`config.mk`:
```
export PLATFORM = sky130hd
export DESIGN_NAME = kst_keyboard
export DESIGN_NICKNAME = d
export VERILOG_FILES = /design/src/rtl/kst_pkg.sv /design/src/rtl/kst_keyboard.sv
export SDC_FILE = /design/constraint.sdc
export NUM_CORES = 1
export LEC_CHECK = 0
export BUFFER_PORTS_ARGS = -buffer_cell sky130_fd_sc_hd__buf_2
export CAP_MARGIN = 10
export CORE_ASPECT_RATIO = 1.4
export CORE_UTILIZATION = 60
export DETAILED_ROUTE_END_ITERATION = 8
export GPL_TIMING_DRIVEN = 0
export PLACE_DENSITY_LB_ADDON = 0.12
export SYNTH_ARGS = -nofsm -noshare
export SYNTH_HDL_FRONTEND = slang
export SYNTH_HIERARCHICAL = 1
export SYNTH_SLANG_ARGS = --single-unit
```
`constraint.sdc`:
```
create_clock -name clk -period 5.75 [get_ports clk]
set_input_delay 1.15 -clock clk [delete_from_list [all_inputs] [get_ports clk]]
set_output_delay 1.15 -clock clk [all_outputs]
set_load 0.005 [all_outputs]
```
`src/rtl/kst_pkg.sv`:
```
// Shared constants and types for the keyboard scanner and serial sender
package kst_pkg;
    localparam int CLK_MHZ = 100;
    localparam int US_CYC = CLK_MHZ * 1; // Cycles in one microsecond
    localparam int POR_MS = 150;
    localparam int TEST_MS = 300;
    localparam int SCAN_MS = 10;
    localparam int RPT_DLY_MS = 500;
    localparam int RPT_HZ = 11;
    localparam int T_LOW_US = 41;
    localparam int T_HIGH_US = 35;
    localparam int T_HBT_US = 20;
    localparam int FIFO_DEPTH = 16;
    localparam int FRAME_BITS = 11;
    localparam logic [3:0] PAR_BIT = 4'h9;
    localparam logic [7:0] CODE_PASS = 8'haa;
    localparam logic [7:0] CODE_FAIL = 8'hfc;
    localparam logic [7:0] OVR_SET1 = 8'hff;
    localparam logic [7:0] OVR_SET23 = 8'h00;
    localparam logic [7:0] BRK_PFX = 8'hf0;
    localparam logic [7:0] BRK_BIT1 = 8'h80;
    localparam logic [7:0] MK_BASE1 = 8'h01;
    localparam logic [7:0] MK_BASE23 = 8'h10;
    typedef enum logic [1:0] {SET1, SET2, SET3} kst_set_e;
    typedef enum logic [1:0] {KM_MKBRK, KM_MKONLY, KM_BRKONLY, KM_RPT}
        kst_kmode_e;
    typedef enum logic [1:0] {S_RESP, S_FIFO, S_OVR, S_RPT} kst_src_e;
    typedef struct packed {
        logic clk;
        logic dat;
    } kst_lin_s;
    typedef struct packed {
        logic clkOut;
        logic clkOeN;
        logic datOut;
        logic datOeN;
    } kst_lout_s;
endpackage : kst_pkg

```
`src/rtl/kst_keyboard.sv`:
```
// Keyboard scanner, startup test, scan code queue and serial sender
module kst_fifo
    import kst_pkg::*;
#(
    parameter int WIDTH = 8,
    parameter int DEPTH = FIFO_DEPTH
) (
    input wire logic clk, // Clock
    input wire logic rst_n, // Sync reset
    input wire logic inValid, // Write request
    output logic inReady, // Room for a word
    input wire logic [WIDTH-1:0] inData, // Write data
    output logic outValid, // Word available
    input wire logic outReady, // Pop request
    output logic [WIDTH-1:0] outData, // Head word
    output logic [$clog2(DEPTH):0] count // Words held
);
    localparam int AW = $clog2(DEPTH);
    logic [WIDTH-1:0] mem_q [DEPTH];
    logic [AW-1:0] wp_q, wp_d, rp_q, rp_d;
    logic [AW:0] cnt_q, cnt_d;
    logic wr, rd;

    // Flags come from the fill count; pointers wrap, so DEPTH is a power of 2
    always_comb begin
        inReady = cnt_q != (AW+1)'(DEPTH);
        outValid = cnt_q != '0;
        outData = mem_q[rp_q];
        count = cnt_q;
        wr = inValid && inReady;
        rd = outValid && outReady;
        wp_d = wr ? wp_q + AW'(1) : wp_q;
        rp_d = rd ? rp_q + AW'(1) : rp_q;
        cnt_d = cnt_q + (AW+1)'(wr) - (AW+1)'(rd);
    end

    // Pointers and count; storage needs no reset since count guards it
    always_ff @(posedge clk) begin
        if (!rst_n) begin
            wp_q <= '0;
            rp_q <= '0;
            cnt_q <= '0;
        end else begin
            wp_q <= wp_d;
            rp_q <= rp_d;
            cnt_q <= cnt_d;
        end
        if (wr) begin
            mem_q[wp_q] <= inData;
        end
    end
endmodule : kst_fifo

// What this block does
// - Scan all keys every 10 ms while still serving the serial link.
// - Send a make code on key press, a break code on release.
// - The pause key sends a make code only, never a break code.
// - Startup reset comes 150 ms to 2 s after power is applied.
// - Self-test checks for shorted keys and ends within 300 to 500 ms.
// - On self-test failure send an error code, then halt until a command.
// - The self-test failure code is FCh.
// - After a passing self-test send AAh, and only then start scanning.
// - Outgoing scan code bytes wait in a 16-byte FIFO.
// - Responses and repeat codes bypass the FIFO; only fresh key codes enter.
// - A 17th byte becomes the overrun code; later scan data is dropped until that code has been sent.
// - Overrun code is 00h in sets 2 and 3, FFh in set 1.
// - A multi-byte code is queued only if all its bytes fit.
// - Start a frame only while the host leaves the clock line high.
// - Each frame is 11 bits, clocked by the keyboard.
// - Clock low 41 us, high 30 to 40 us, 20 us high before start.
// - Host inhibits by holding clock low; check it at least every 60 us.
// - Inhibit from the first clock to the parity rising edge finishes; earlier or later aborts, keeping byte.
// - Three code sets, set 2 after reset; set 3 keys have own modes.
// - A key held over 500 ms repeats its make code at 10-12 Hz.
// - Only the most recently pressed key repeats.
// - Pause never repeats; in sets 1 and 2 the internet button does not either, other keys do; set 3 repeats KM_RPT keys only.
module kst_keyboard
    import kst_pkg::*;
#(
    parameter int NUM_KEYS = 16,
    parameter int PAUSE_KEY = 15,
    parameter logic [NUM_KEYS-1:0] NO_RPT = 16'h4000,
    parameter int POR_US = POR_MS * 1000,
    parameter int TEST_US = TEST_MS * 1000,
    parameter int SCAN_US = SCAN_MS * 1000,
    parameter int RPT_DLY_US = RPT_DLY_MS * 1000,
    parameter int RPT_PER_US = 1000000 / RPT_HZ,
    parameter int TICK_CYC = US_CYC
) (
    input wire logic clk, // 100 MHz clock
    input wire logic rst_n, // Power-on reset
    input wire logic [NUM_KEYS-1:0] keysRaw, // Key closures, async
    input wire kst_kmode_e [NUM_KEYS-1:0] keyMode, // Per-key mode, set 3
    input wire logic setLoad, // Pulse: take setSel
    input wire kst_set_e setSel, // Code set to use
    input wire logic cmdValid, // Pulse: host command seen
    input wire kst_lin_s linkIn, // Line levels, async
    output kst_lout_s linkOut, // Open-drain drives
    output logic running, // Scanning enabled
    output logic testFail // Self-test failed
);
    localparam int IW = $clog2(NUM_KEYS);
    typedef enum logic [2:0] {
        M_POR, M_TEST, M_RESP, M_HALT, M_IDLE, M_WALK, M_EMIT
    } kst_main_e;
    typedef enum logic [1:0] {T_IDLE, T_HIGH, T_LOW} kst_tx_e;

    kst_main_e st_q, st_d, nxtSt;
    kst_tx_e tx_q, tx_d;
    kst_set_e set_q, set_d;
    kst_src_e src_q, src_d, src;
    kst_kmode_e mode;
    logic [NUM_KEYS-1:0] keyS1_q, keyS_q, keySt_q, keySt_d;
    kst_lin_s linS1_q, linS_q;
    logic [6:0] pre_q, pre_d;
    logic [19:0] usCnt_q, usCnt_d, rCnt_q, rCnt_d;
    logic [IW-1:0] idx_q, idx_d, nxtIdx, rKey_q, rKey_d;
    logic [15:0] seq_q, seq_d;
    logic [1:0] len_q, len_d, needLen;
    logic [7:0] resp_q, resp_d, make, txByte;
    logic respV_q, respV_d, fail_q, fail_d, ovr_q, ovr_d;
    logic rOn_q, rOn_d, rFirst_q, rFirst_d, rPend_q, rPend_d;
    logic [3:0] bit_q, bit_d;
    logic [5:0] ph_q, ph_d, lim;
    logic [10:0] frm_q, frm_d;
    logic clkOeN_q, clkOeN_d, datOeN_q, datOeN_d;
    logic usTick, lastIdx, keyNow, chg, pressEv, relEv, emit, fits, set3;
    logic run, have, inhibit, phEnd, done, rFire;
    logic respTake, fPop, ovrTake, rptTake, fWr, fInReady, fOutValid;
    logic [7:0] fOut;
    logic [$clog2(FIFO_DEPTH):0] fCnt;
    logic [12:0] lowRun_q;

    function automatic logic [7:0] mkCode(input logic [IW-1:0] k,
                                          input kst_set_e s);
        mkCode = (s == SET1 ? MK_BASE1 : MK_BASE23) + 8'(k);
    endfunction : mkCode

    // Two flops on the key and line pins before any logic looks at them
    always_ff @(posedge clk) begin
        if (!rst_n) begin
            keyS1_q <= '0;
            keyS_q <= '0;
            linS1_q <= '1;
            linS_q <= '1;
        end else begin
            keyS1_q <= keysRaw;
            keyS_q <= keyS1_q;
            linS1_q <= linkIn;
            linS_q <= linS1_q;
        end
    end

    // Startup, scan walk, queue writes and auto-repeat
    always_comb begin
        usTick = pre_q == 7'(TICK_CYC - 1);
        pre_d = usTick ? 7'h0 : pre_q + 7'h1;
        st_d = st_q;
        usCnt_d = usTick ? usCnt_q + 20'h1 : usCnt_q;
        idx_d = idx_q;
        keySt_d = keySt_q;
        seq_d = seq_q;
        len_d = len_q;
        resp_d = resp_q;
        respV_d = respV_q & ~respTake;
        fail_d = fail_q;
        ovr_d = ovr_q & ~ovrTake;
        set_d = setLoad ? setSel : set_q;
        set3 = set_q == SET3;
        fWr = 1'b0;
        lastIdx = idx_q == IW'(NUM_KEYS - 1);
        nxtSt = lastIdx ? M_IDLE : M_WALK;
        nxtIdx = lastIdx ? idx_q : idx_q + IW'(1);
        keyNow = keyS_q[idx_q];
        make = mkCode(idx_q, set_q);
        mode = keyMode[idx_q];
        chg = st_q == M_WALK && keyNow != keySt_q[idx_q];
        pressEv = chg && keyNow;
        relEv = chg && !keyNow;
        emit = (pressEv && !(set3 && mode == KM_BRKONLY))
            || (relEv && idx_q != IW'(PAUSE_KEY)
                && !(set3 && mode == KM_MKONLY));
        needLen = (relEv && set_q != SET1) ? 2'h2 : 2'h1;
        fits = 6'(fCnt) + 6'(needLen) <= 6'(FIFO_DEPTH);
        case (st_q)
            M_POR: if (usCnt_q >= 20'(POR_US)) begin
                st_d = M_TEST;
                usCnt_d = '0;
            end
            M_TEST: begin
                keySt_d = keyS_q;
                if (usCnt_q >= 20'(TEST_US)) begin
                    fail_d = |keyS_q; // A key closed at rest is a short
                    resp_d = |keyS_q ? CODE_FAIL : CODE_PASS;
                    respV_d = 1'b1;
                    st_d = M_RESP;
                end
            end
            M_RESP: if (!respV_q) begin
                st_d = fail_q ? M_HALT : M_IDLE;
                usCnt_d = '0;
            end
            M_HALT: if (cmdValid) begin
                fail_d = 1'b0;
                keySt_d = keyS_q;
                st_d = M_IDLE;
            end
            M_IDLE: if (usCnt_q >= 20'(SCAN_US)) begin
                st_d = M_WALK;
                idx_d = '0;
                usCnt_d = '0;
            end
            M_WALK: begin
                keySt_d[idx_q] = keyNow;
                seq_d = pressEv ? {make, 8'h00} :
                    set_q == SET1 ? {make | BRK_BIT1, 8'h00} :
                    {BRK_PFX, make};
                len_d = needLen;
                if (emit && fits && !ovr_q) begin
                    st_d = M_EMIT;
                end else begin
                    // Dropped keystrokes are lost, state still tracks keys
                    ovr_d = ovr_d | emit;
                    st_d = nxtSt;
                    idx_d = nxtIdx;
                end
            end
            M_EMIT: begin
                fWr = 1'b1;
                if (fInReady) begin
                    seq_d = {seq_q[7:0], 8'h00};
                    len_d = len_q - 2'h1;
                    if (len_q == 2'h1) begin
                        st_d = nxtSt;
                        idx_d = nxtIdx;
                    end
                end
            end
            default: st_d = M_POR;
        endcase
        rKey_d = rKey_q;
        rOn_d = rOn_q;
        rCnt_d = rCnt_q;
        rFirst_d = rFirst_q;
        rFire = rOn_q && usTick
            && rCnt_q >= 20'(rFirst_q ? RPT_DLY_US : RPT_PER_US);
        if (pressEv) begin
            rKey_d = idx_q;
            rOn_d = idx_q != IW'(PAUSE_KEY)
                && (set3 ? mode == KM_RPT : !NO_RPT[idx_q]);
            rCnt_d = '0;
            rFirst_d = 1'b1;
        end else if (relEv && idx_q == rKey_q) begin
            rOn_d = 1'b0;
        end else if (rFire) begin
            rCnt_d = '0;
            rFirst_d = 1'b0;
        end else if (rOn_q && usTick) begin
            rCnt_d = rCnt_q + 20'h1;
        end
        // A fire in the release cycle must not leave a stale repeat behind
        rPend_d = ((rPend_q & ~rptTake) | rFire) & rOn_d;
    end

    always_ff @(posedge clk) begin
        if (!rst_n) begin
            pre_q <= '0;
            st_q <= M_POR;
            usCnt_q <= '0;
            idx_q <= '0;
            keySt_q <= '0;
            seq_q <= '0;
            len_q <= '0;
            resp_q <= '0;
            respV_q <= 1'b0;
            fail_q <= 1'b0;
            ovr_q <= 1'b0;
            set_q <= SET2;
            rKey_q <= '0;
            rOn_q <= 1'b0;
            rCnt_q <= '0;
            rFirst_q <= 1'b0;
            rPend_q <= 1'b0;
        end else begin
            pre_q <= pre_d;
            st_q <= st_d;
            usCnt_q <= usCnt_d;
            idx_q <= idx_d;
            keySt_q <= keySt_d;
            seq_q <= seq_d;
            len_q <= len_d;
            resp_q <= resp_d;
            respV_q <= respV_d;
            fail_q <= fail_d;
            ovr_q <= ovr_d;
            set_q <= set_d;
            rKey_q <= rKey_d;
            rOn_q <= rOn_d;
            rCnt_q <= rCnt_d;
            rFirst_q <= rFirst_d;
            rPend_q <= rPend_d;
        end
    end

    kst_fifo #(
        .WIDTH(8),
        .DEPTH(FIFO_DEPTH)
    ) u_fifo (
        .clk(clk),
        .rst_n(rst_n),
        .inValid(fWr),
        .inReady(fInReady),
        .inData(seq_q[15:8]),
        .outValid(fOutValid),
        .outReady(fPop),
        .outData(fOut),
        .count(fCnt)
    );

    // Serial sender; the head byte is only released once its frame ends
    always_comb begin
        tx_d = tx_q;
        bit_d = bit_q;
        ph_d = usTick ? ph_q + 6'h1 : ph_q;
        frm_d = frm_q;
        src_d = src_q;
        clkOeN_d = clkOeN_q;
        datOeN_d = datOeN_q;
        done = 1'b0;
        run = st_q == M_IDLE || st_q == M_WALK || st_q == M_EMIT;
        have = 1'b1;
        src = S_RESP;
        txByte = resp_q;
        if (respV_q) begin
            src = S_RESP;
        end else if (run && fOutValid) begin
            src = S_FIFO;
            txByte = fOut;
        end else if (run && ovr_q) begin
            src = S_OVR;
            txByte = set_q == SET1 ? OVR_SET1 : OVR_SET23;
        end else if (run && rPend_q) begin
            src = S_RPT;
            txByte = mkCode(rKey_q, set_q);
        end else begin
            have = 1'b0;
        end
        // Clock released long enough for the line to settle
        inhibit = !linS_q.clk && ph_q != 6'h0;
        lim = tx_q == T_LOW ? 6'(T_LOW_US) :
            bit_q == 4'h0 ? 6'(T_HBT_US) : 6'(T_HIGH_US);
        phEnd = usTick && ph_q == lim - 6'h1;
        case (tx_q)
            T_IDLE: if (have && linS_q.clk && linS_q.dat) begin
                frm_d = {1'b1, ~^txByte, txByte, 1'b0};
                src_d = src;
                bit_d = '0;
                ph_d = '0;
                datOeN_d = 1'b0;
                tx_d = T_HIGH;
            end
            T_HIGH: if (inhibit && (bit_q == 4'h0 || bit_q > PAR_BIT)) begin
                tx_d = T_IDLE;
                datOeN_d = 1'b1;
            end else if (phEnd) begin
                tx_d = T_LOW;
                clkOeN_d = 1'b0;
                ph_d = '0;
            end
            T_LOW: if (phEnd) begin
                clkOeN_d = 1'b1;
                ph_d = '0;
                if (bit_q == 4'(FRAME_BITS - 1)) begin
                    done = 1'b1;
                    datOeN_d = 1'b1;
                    tx_d = T_IDLE;
                end else begin
                    bit_d = bit_q + 4'h1;
                    frm_d = frm_q >> 1;
                    datOeN_d = frm_q[1];
                    tx_d = T_HIGH;
                end
            end
            default: tx_d = T_IDLE;
        endcase
        respTake = done && src_q == S_RESP;
        fPop = done && src_q == S_FIFO;
        ovrTake = done && src_q == S_OVR;
        rptTake = done && src_q == S_RPT;
    end

    always_ff @(posedge clk) begin
        if (!rst_n) begin
            tx_q <= T_IDLE;
            bit_q <= '0;
            ph_q <= '0;
            frm_q <= '1;
            src_q <= S_RESP;
            clkOeN_q <= 1'b1;
            datOeN_q <= 1'b1;
        end else begin
            tx_q <= tx_d;
            bit_q <= bit_d;
            ph_q <= ph_d;
            frm_q <= frm_d;
            src_q <= src_d;
            clkOeN_q <= clkOeN_d;
            datOeN_q <= datOeN_d;
        end
    end

    // Lines are only ever pulled low; release lets the pull-up win
    always_comb begin
        linkOut.clkOut = 1'b0;
        linkOut.clkOeN = clkOeN_q;
        linkOut.datOut = 1'b0;
        linkOut.datOeN = datOeN_q;
        running = run;
        testFail = fail_q;
    end

    // Length of the current clock-low stretch, for checking only
    always_ff @(posedge clk) begin
        if (!rst_n || clkOeN_q) begin
            lowRun_q <= '0;
        end else begin
            lowRun_q <= lowRun_q + 13'h1;
        end
    end
endmodule : kst_keyboard

```
# Yosys cells after proc, flatten, opt, wreduce, memory -nomap -nowiden
# Memories as Yosys holds them, arrays and structs flattened. A register that Yosys moved wholly into a read port is not among the register bits.
# Cells that the tools add are included.
# word_totals
reg_bits,184
ramBits,128
mem_bits_ro,16
inputBits,56
out_inout_bits,6
word_cells,295
mem_count,2
# mem_list
name,words,word_bits,read_ports,rd_clocked_by_memory_dff,write_ports,line_no,source
u_fifo.mem_q,16,8,1,1,1,kst_keyboard.sv:19,logic [WIDTH-1:0] mem_q [DEPTH];
(name not given),16,1,1,1,0,kst_keyboard.sv:250,&& (set3 ? mode == KM_RPT : !NO_RPT[idx_q]);
# op_classes
n_addsub,15
n_lt_le_gt_ge,8
n_eq_ne,40
n_mux,112
bitwise_logic,11
reduce_logical,74
# ops
cell,n
$mux 20,6
$pmux 20 s3,1
$mux 16,3
$mux 4,12
$pmux 16 s3,1
$add 20x1->20 const B,2
$mux 8,5
$mux 6,6
$mux 1,35
$mux 11,3
$pmux 16 s2,1
$logic_and 1x1->1,30
$ne 2x2->1 const B,15
$mux 2,12
$mux 3,8
$pmux 11 s2,1
$pmux 3 s7,1
$ge 20x14->1 const B,1
$ge 20x18->1 const B,1
$ge 20x19->1,1
$ge 20x19->1 const B,1
$mux 19,1
$pmux 6 s3,1
$add 4x1->4 const B,4
other kinds (59),108

# Depth between registers and ports, before layout
# logic_depth
word_depth,15
depth_mapped,18
mapped_depth_nobuf,18

# Hierarchy
# The synthesis kept the hierarchy.
# modules_own_cells
mod,n_inst,cells_per_inst,area_per_inst_um2,seq_area_each_um2
kst_keyboard,1,1035,8852.2,3283.1
kst_fifo,1,308,5878.1,4184.0

# Worst setup path after synthesis
# OpenSTA, ideal clock, no wires.
# synth_timing
path_type,register to register
startpoint,register idx_q[1]
endpoint,register (tool-made name)
setup_time_ps,87
t_arrival_ps,4137
t_required_ps,5663
slack_ps,1526
path_stages_with_launch,19
path_buffers,3
synth_period_minus_slack_ps,4224
path_cell_list,dfxtp_1 -> buf_6 -> mux4_2 -> mux2i_1 -> mux2_2 -> buf_6 -> and3_1 -> nand2_1 -> ha_1 -> fa_1 -> or4_1 -> a21oi_1 -> nor4_1 -> nor2_1 -> o211ai_2 -> and2_4 -> buf_6 -> o32a_4 -> nor4b_4
# synth_rtl
element,line_no,source
start: declaration,kst_keyboard.sv:117,"logic [IW-1:0] idx_q, idx_d, nxtIdx, rKey_q, rKey_d;"
start signal: assignment,kst_keyboard.sv:288,idx_q <= idx_d;

==> impl_metrics.ini <==
[critical_path]
critPathKind = flop to flop
critical_path.max_fanout = 10
cp.arrival_ns = 5.48
required_ns = 6.20
crit_path_end_kind = flop
cp-start-kind = flop

[logic_synthesis]
ys_seq_elements = 309
yosysWarnings = 6
syn_area_per_cell_um2 = 10.97
synth-async-reset-ratio_pct = 0
synth_compound_area_share_pct = 11.50
synth_mux_area_share_pct = 9.624
yosys-top-cells-area = edfxtp_1 (26%), dfxtp_1 (25%), ha_1 (4.3%)
synth_ff_type = dfxtp_1
synth_area_um2 = 14730
synth_fa_ha_area_share_pct = 4.604
synth-edff-count = 128
synth_xor_area_share_pct = 4.162
yosys.area.top_type = edfxtp_1
synth_top_family_by_area = simple AND/OR/NAND/NOR gates
synth-simple-area-share_pct = 15.27
synthDistinctLibCells = 88
synth_top_area_share_pct = 26.09
synth_seq_area_share_pct = 50.69
synth_cells = 1343

[global_route]
grt.total_usage_pct = 27.29
grt_pass1_vias = 10750
antenna_found_initial = 0
grt_max_degree = 18
grt_pass1_wl_mm = 53.98
gr-total-overflow = 0

[clock_network]
insertion_delay_ns = 0.54
cts-root-buf = clkbuf_16
htreeDepth = 1
max-clock-path-buffers = 3
cts_resized = 0
post_cts_buffers = 0
ctsHoldBuffers = 0
cts_tree = yes
cts.reportedPaths.clkPinSlew_ns = 0.07
cts_sinks = 309
numCtsBuffers = 29

[floorplan]
die_w_um = 134.4
die_h_um = 187.4
io_pins = 62
floorplan.initialDensity_pct = 61.23
core_um2 = 24060
rows = 67
die_area_um2 = 25190

[finish]
seqCellArea_um2 = 7467
drive_gt1_share_pct = 13.08
multi_input_area_um2 = 6685
n_antenna_cell = 0
final_nets = 1547
nFillCells = 1783
stdcell_area_um2 = 16500
area_growth_pct = 11.99

[timing]
rsz0062_at_grt = false
fin_tns_setup_ns = 0
finalMaxSlewViolations = 0
period_share_pct = 87.56
finClkSkew_ns = 0.01065
finalSetupViolations = 0
worst_slack_ns = 0.7155
slew_headroom_pct = 38.67
tightest_slew_ns = 0.9129
hold_violations = 0
finalCriticalPeriod_ns = 5.034
max_freq_mhz = 198.6

[routing]
firstDrtPassIters = 5
drtIter0Drc = 593
finalWirelength_mm = 33.58
viasPerCell = 5.922
wire_per_inst_um = 18.97
drcViolationCount = 0
drtAntennaViolNets = 0
num_vias = 10480

[placement]
port_buffers = 59
dpl.hpwl_mm = 24.90
pre_cts_ws_ns = 0.7704
place_area_um2 = 15470
gp_congestion = 0.9038

[pwr]
ir_drop_mv = 0.2459
cellPowerDensity_nw_per_um2 = 296.9
cellLeakagePower_nw = 6.167

[min_path]
hold_class = flop to flop

[run_status]
status = finished, final reports clean

[run]
cap_violations = 0
final timing paths:
path	start	to	slack, ns	cells after the start
setup / recovery	idx_q[1]$_SDFFE_PN0N_	flop	0.72	18
hold / removal	linS1_q[1]$_SDFF_PN1_	linS_q[1]$_SDFF_PN1_	0.40	1
setup reg to reg	idx_q[1]$_SDFFE_PN0N_	flop	0.72	18
hold reg to reg	linS1_q[1]$_SDFF_PN1_	linS_q[1]$_SDFF_PN1_	0.40	1
report_power, final:
part           internal [mW]  total (mW)  switching (mW)
Sequential              2.37        2.44          0.0682
Clock                   1.20        2.02           0.818
Combinational          0.179       0.442           0.263
final cells by class:
class	count	share of cell area, %
sequential	309	45.26
timing repair buffer	63	1.972
tap	310	2.351
clock buffer	38	5.036
multi-input combinational	908	40.52
buffer	74	2.473
inverter	53	1.206
clock inverter	15	1.176
per-layer routing:
metal | part of all wire (%) | track usage, % | up-vias
li1 | - | - | 5091
met1 | 37 | 28.70 | 5005
met2 | 54 | 52.73 | 288
met3 | 3.4 | 2.547 | 98
met4 | 5.1 | 14.13 | 0
met5 | 0 | 0 | -
cells in the mapped netlist (all sizes together), types with 3 or more instances:
| cell type | number |
|---|---|
| dfxtp | 181 |
| nor2 | 152 |
| edfxtp | 128 |
| nand2 | 90 |
| a21oi | 75 |
| and2 | 62 |
| inv | 53 |
| ha | 51 |
| mux4 | 48 |
| nand3 | 46 |
| o21ai | 45 |
| clkbuf | 42 |
| xor2 | 37 |
| xnor2 | 33 |
| buf | 29 |
| a22oi | 22 |
| mux2i | 20 |
| o22ai | 18 |
| nor3 | 16 |
| nand4 | 14 |
| nor4 | 14 |
| o211ai | 14 |
| nand2b | 12 |
| and3 | 10 |
| a31oi | 9 |
| a211oi | 7 |
| a21o | 7 |
| a211o | 6 |
| nor2b | 6 |
| o21a | 6 |
| a21boi | 5 |
| and4 | 5 |
| o31ai | 5 |
| or2 | 5 |
| a221oi | 4 |
| a41oi | 4 |
| nor3b | 4 |
| o311ai | 4 |
| or4 | 4 |
| a22o | 3 |
| a32oi | 3 |
| clkdlybuf4s25 | 3 |
| mux2 | 3 |
| or3 | 3 |
worst max-delay path: stages, from the launching register on:
cell and delay, ns:
dfxtp_1 0.54, buf_6 0.24, mux4_2 0.50, mux2i_1 0.13, mux2_2 0.20, buf_6 0.15, and3_1 0.21, nand2_1 0.15
ha_1 0.24, fa_1 0.53, nor3_1 0.07, o2111a_1 0.24, nor4_1 0.64, nor2_1 0.14, o211ai_2 0.17, and2_4 0.21
buf_6 0.12, a31oi_1 0.15, nor4b_4 0.32
through the flow:
step,utilization [%],power (mW),cells,hold slack (ns)
final,68.57,4.898,1770,0.4030
after global routing,68.57,5.072,1770,0.4257
after CTS,68.57,4.922,1770,0.4060
after detailed placement,64.31,2.921,1717,0.3918
after global placement,64.08,2.908,1713,0.3901
after floorplan,-,2.781,1344,0.3863
cell usage in the layout (no fill, tap or decap), types with 6 or more instances in the layout:
master     count
nor3_1        16
mux2i_1       19
nand4_1       14
and3_1        10
buf_2         69
a21o_1         7
nand2b_1      12
dfxtp_1      181
inv_1         52
clkbuf_16     30
buf_4          9
nor4_1         9
a22oi_1       22
mux4_2        24
mux4_1        24
xnor2_1       33
o211ai_1      13
a31oi_1        9
nor2b_1        6
and2_1        61
ha_1          51
nor2_1       152
clkbuf_1      45
xor2_1        37
nand2_1       89
o21ai_0       44
o22ai_1       18
a21oi_1       75
a211o_1        6
edfxtp_1     128
buf_6          7
nand3_1       44
a211oi_1       6
o21a_1         6
cell families after synthesis:
group | count (synthesis)
buffers and inverters | 127
adders and majority gates | 53
other | 1
DFF | 309
xor gates and xnor gates | 70
AOI/OAI and AO/OA | 258
muxes | 71
and+or+nand+nor | 454
state kept, by name, indices dropped and copies added, names as in the netlist, 3 cells and up, named ones only:
register      count
seq_q            14
keySt_q          16
rCnt_q           20
u_fifo/wp_q       4
ph_q              6
idx_q             4
u_fifo/count      5
pre_q             7
bit_q             4
u_fifo/rp_q       4
u_fifo/mem_q    128
rKey_q            4
frm_q            10
usCnt_q          20
keyS_q           16
keyS1_q          16
st_q              3
resp_q            3
Power figures use the tool's default switching activity.
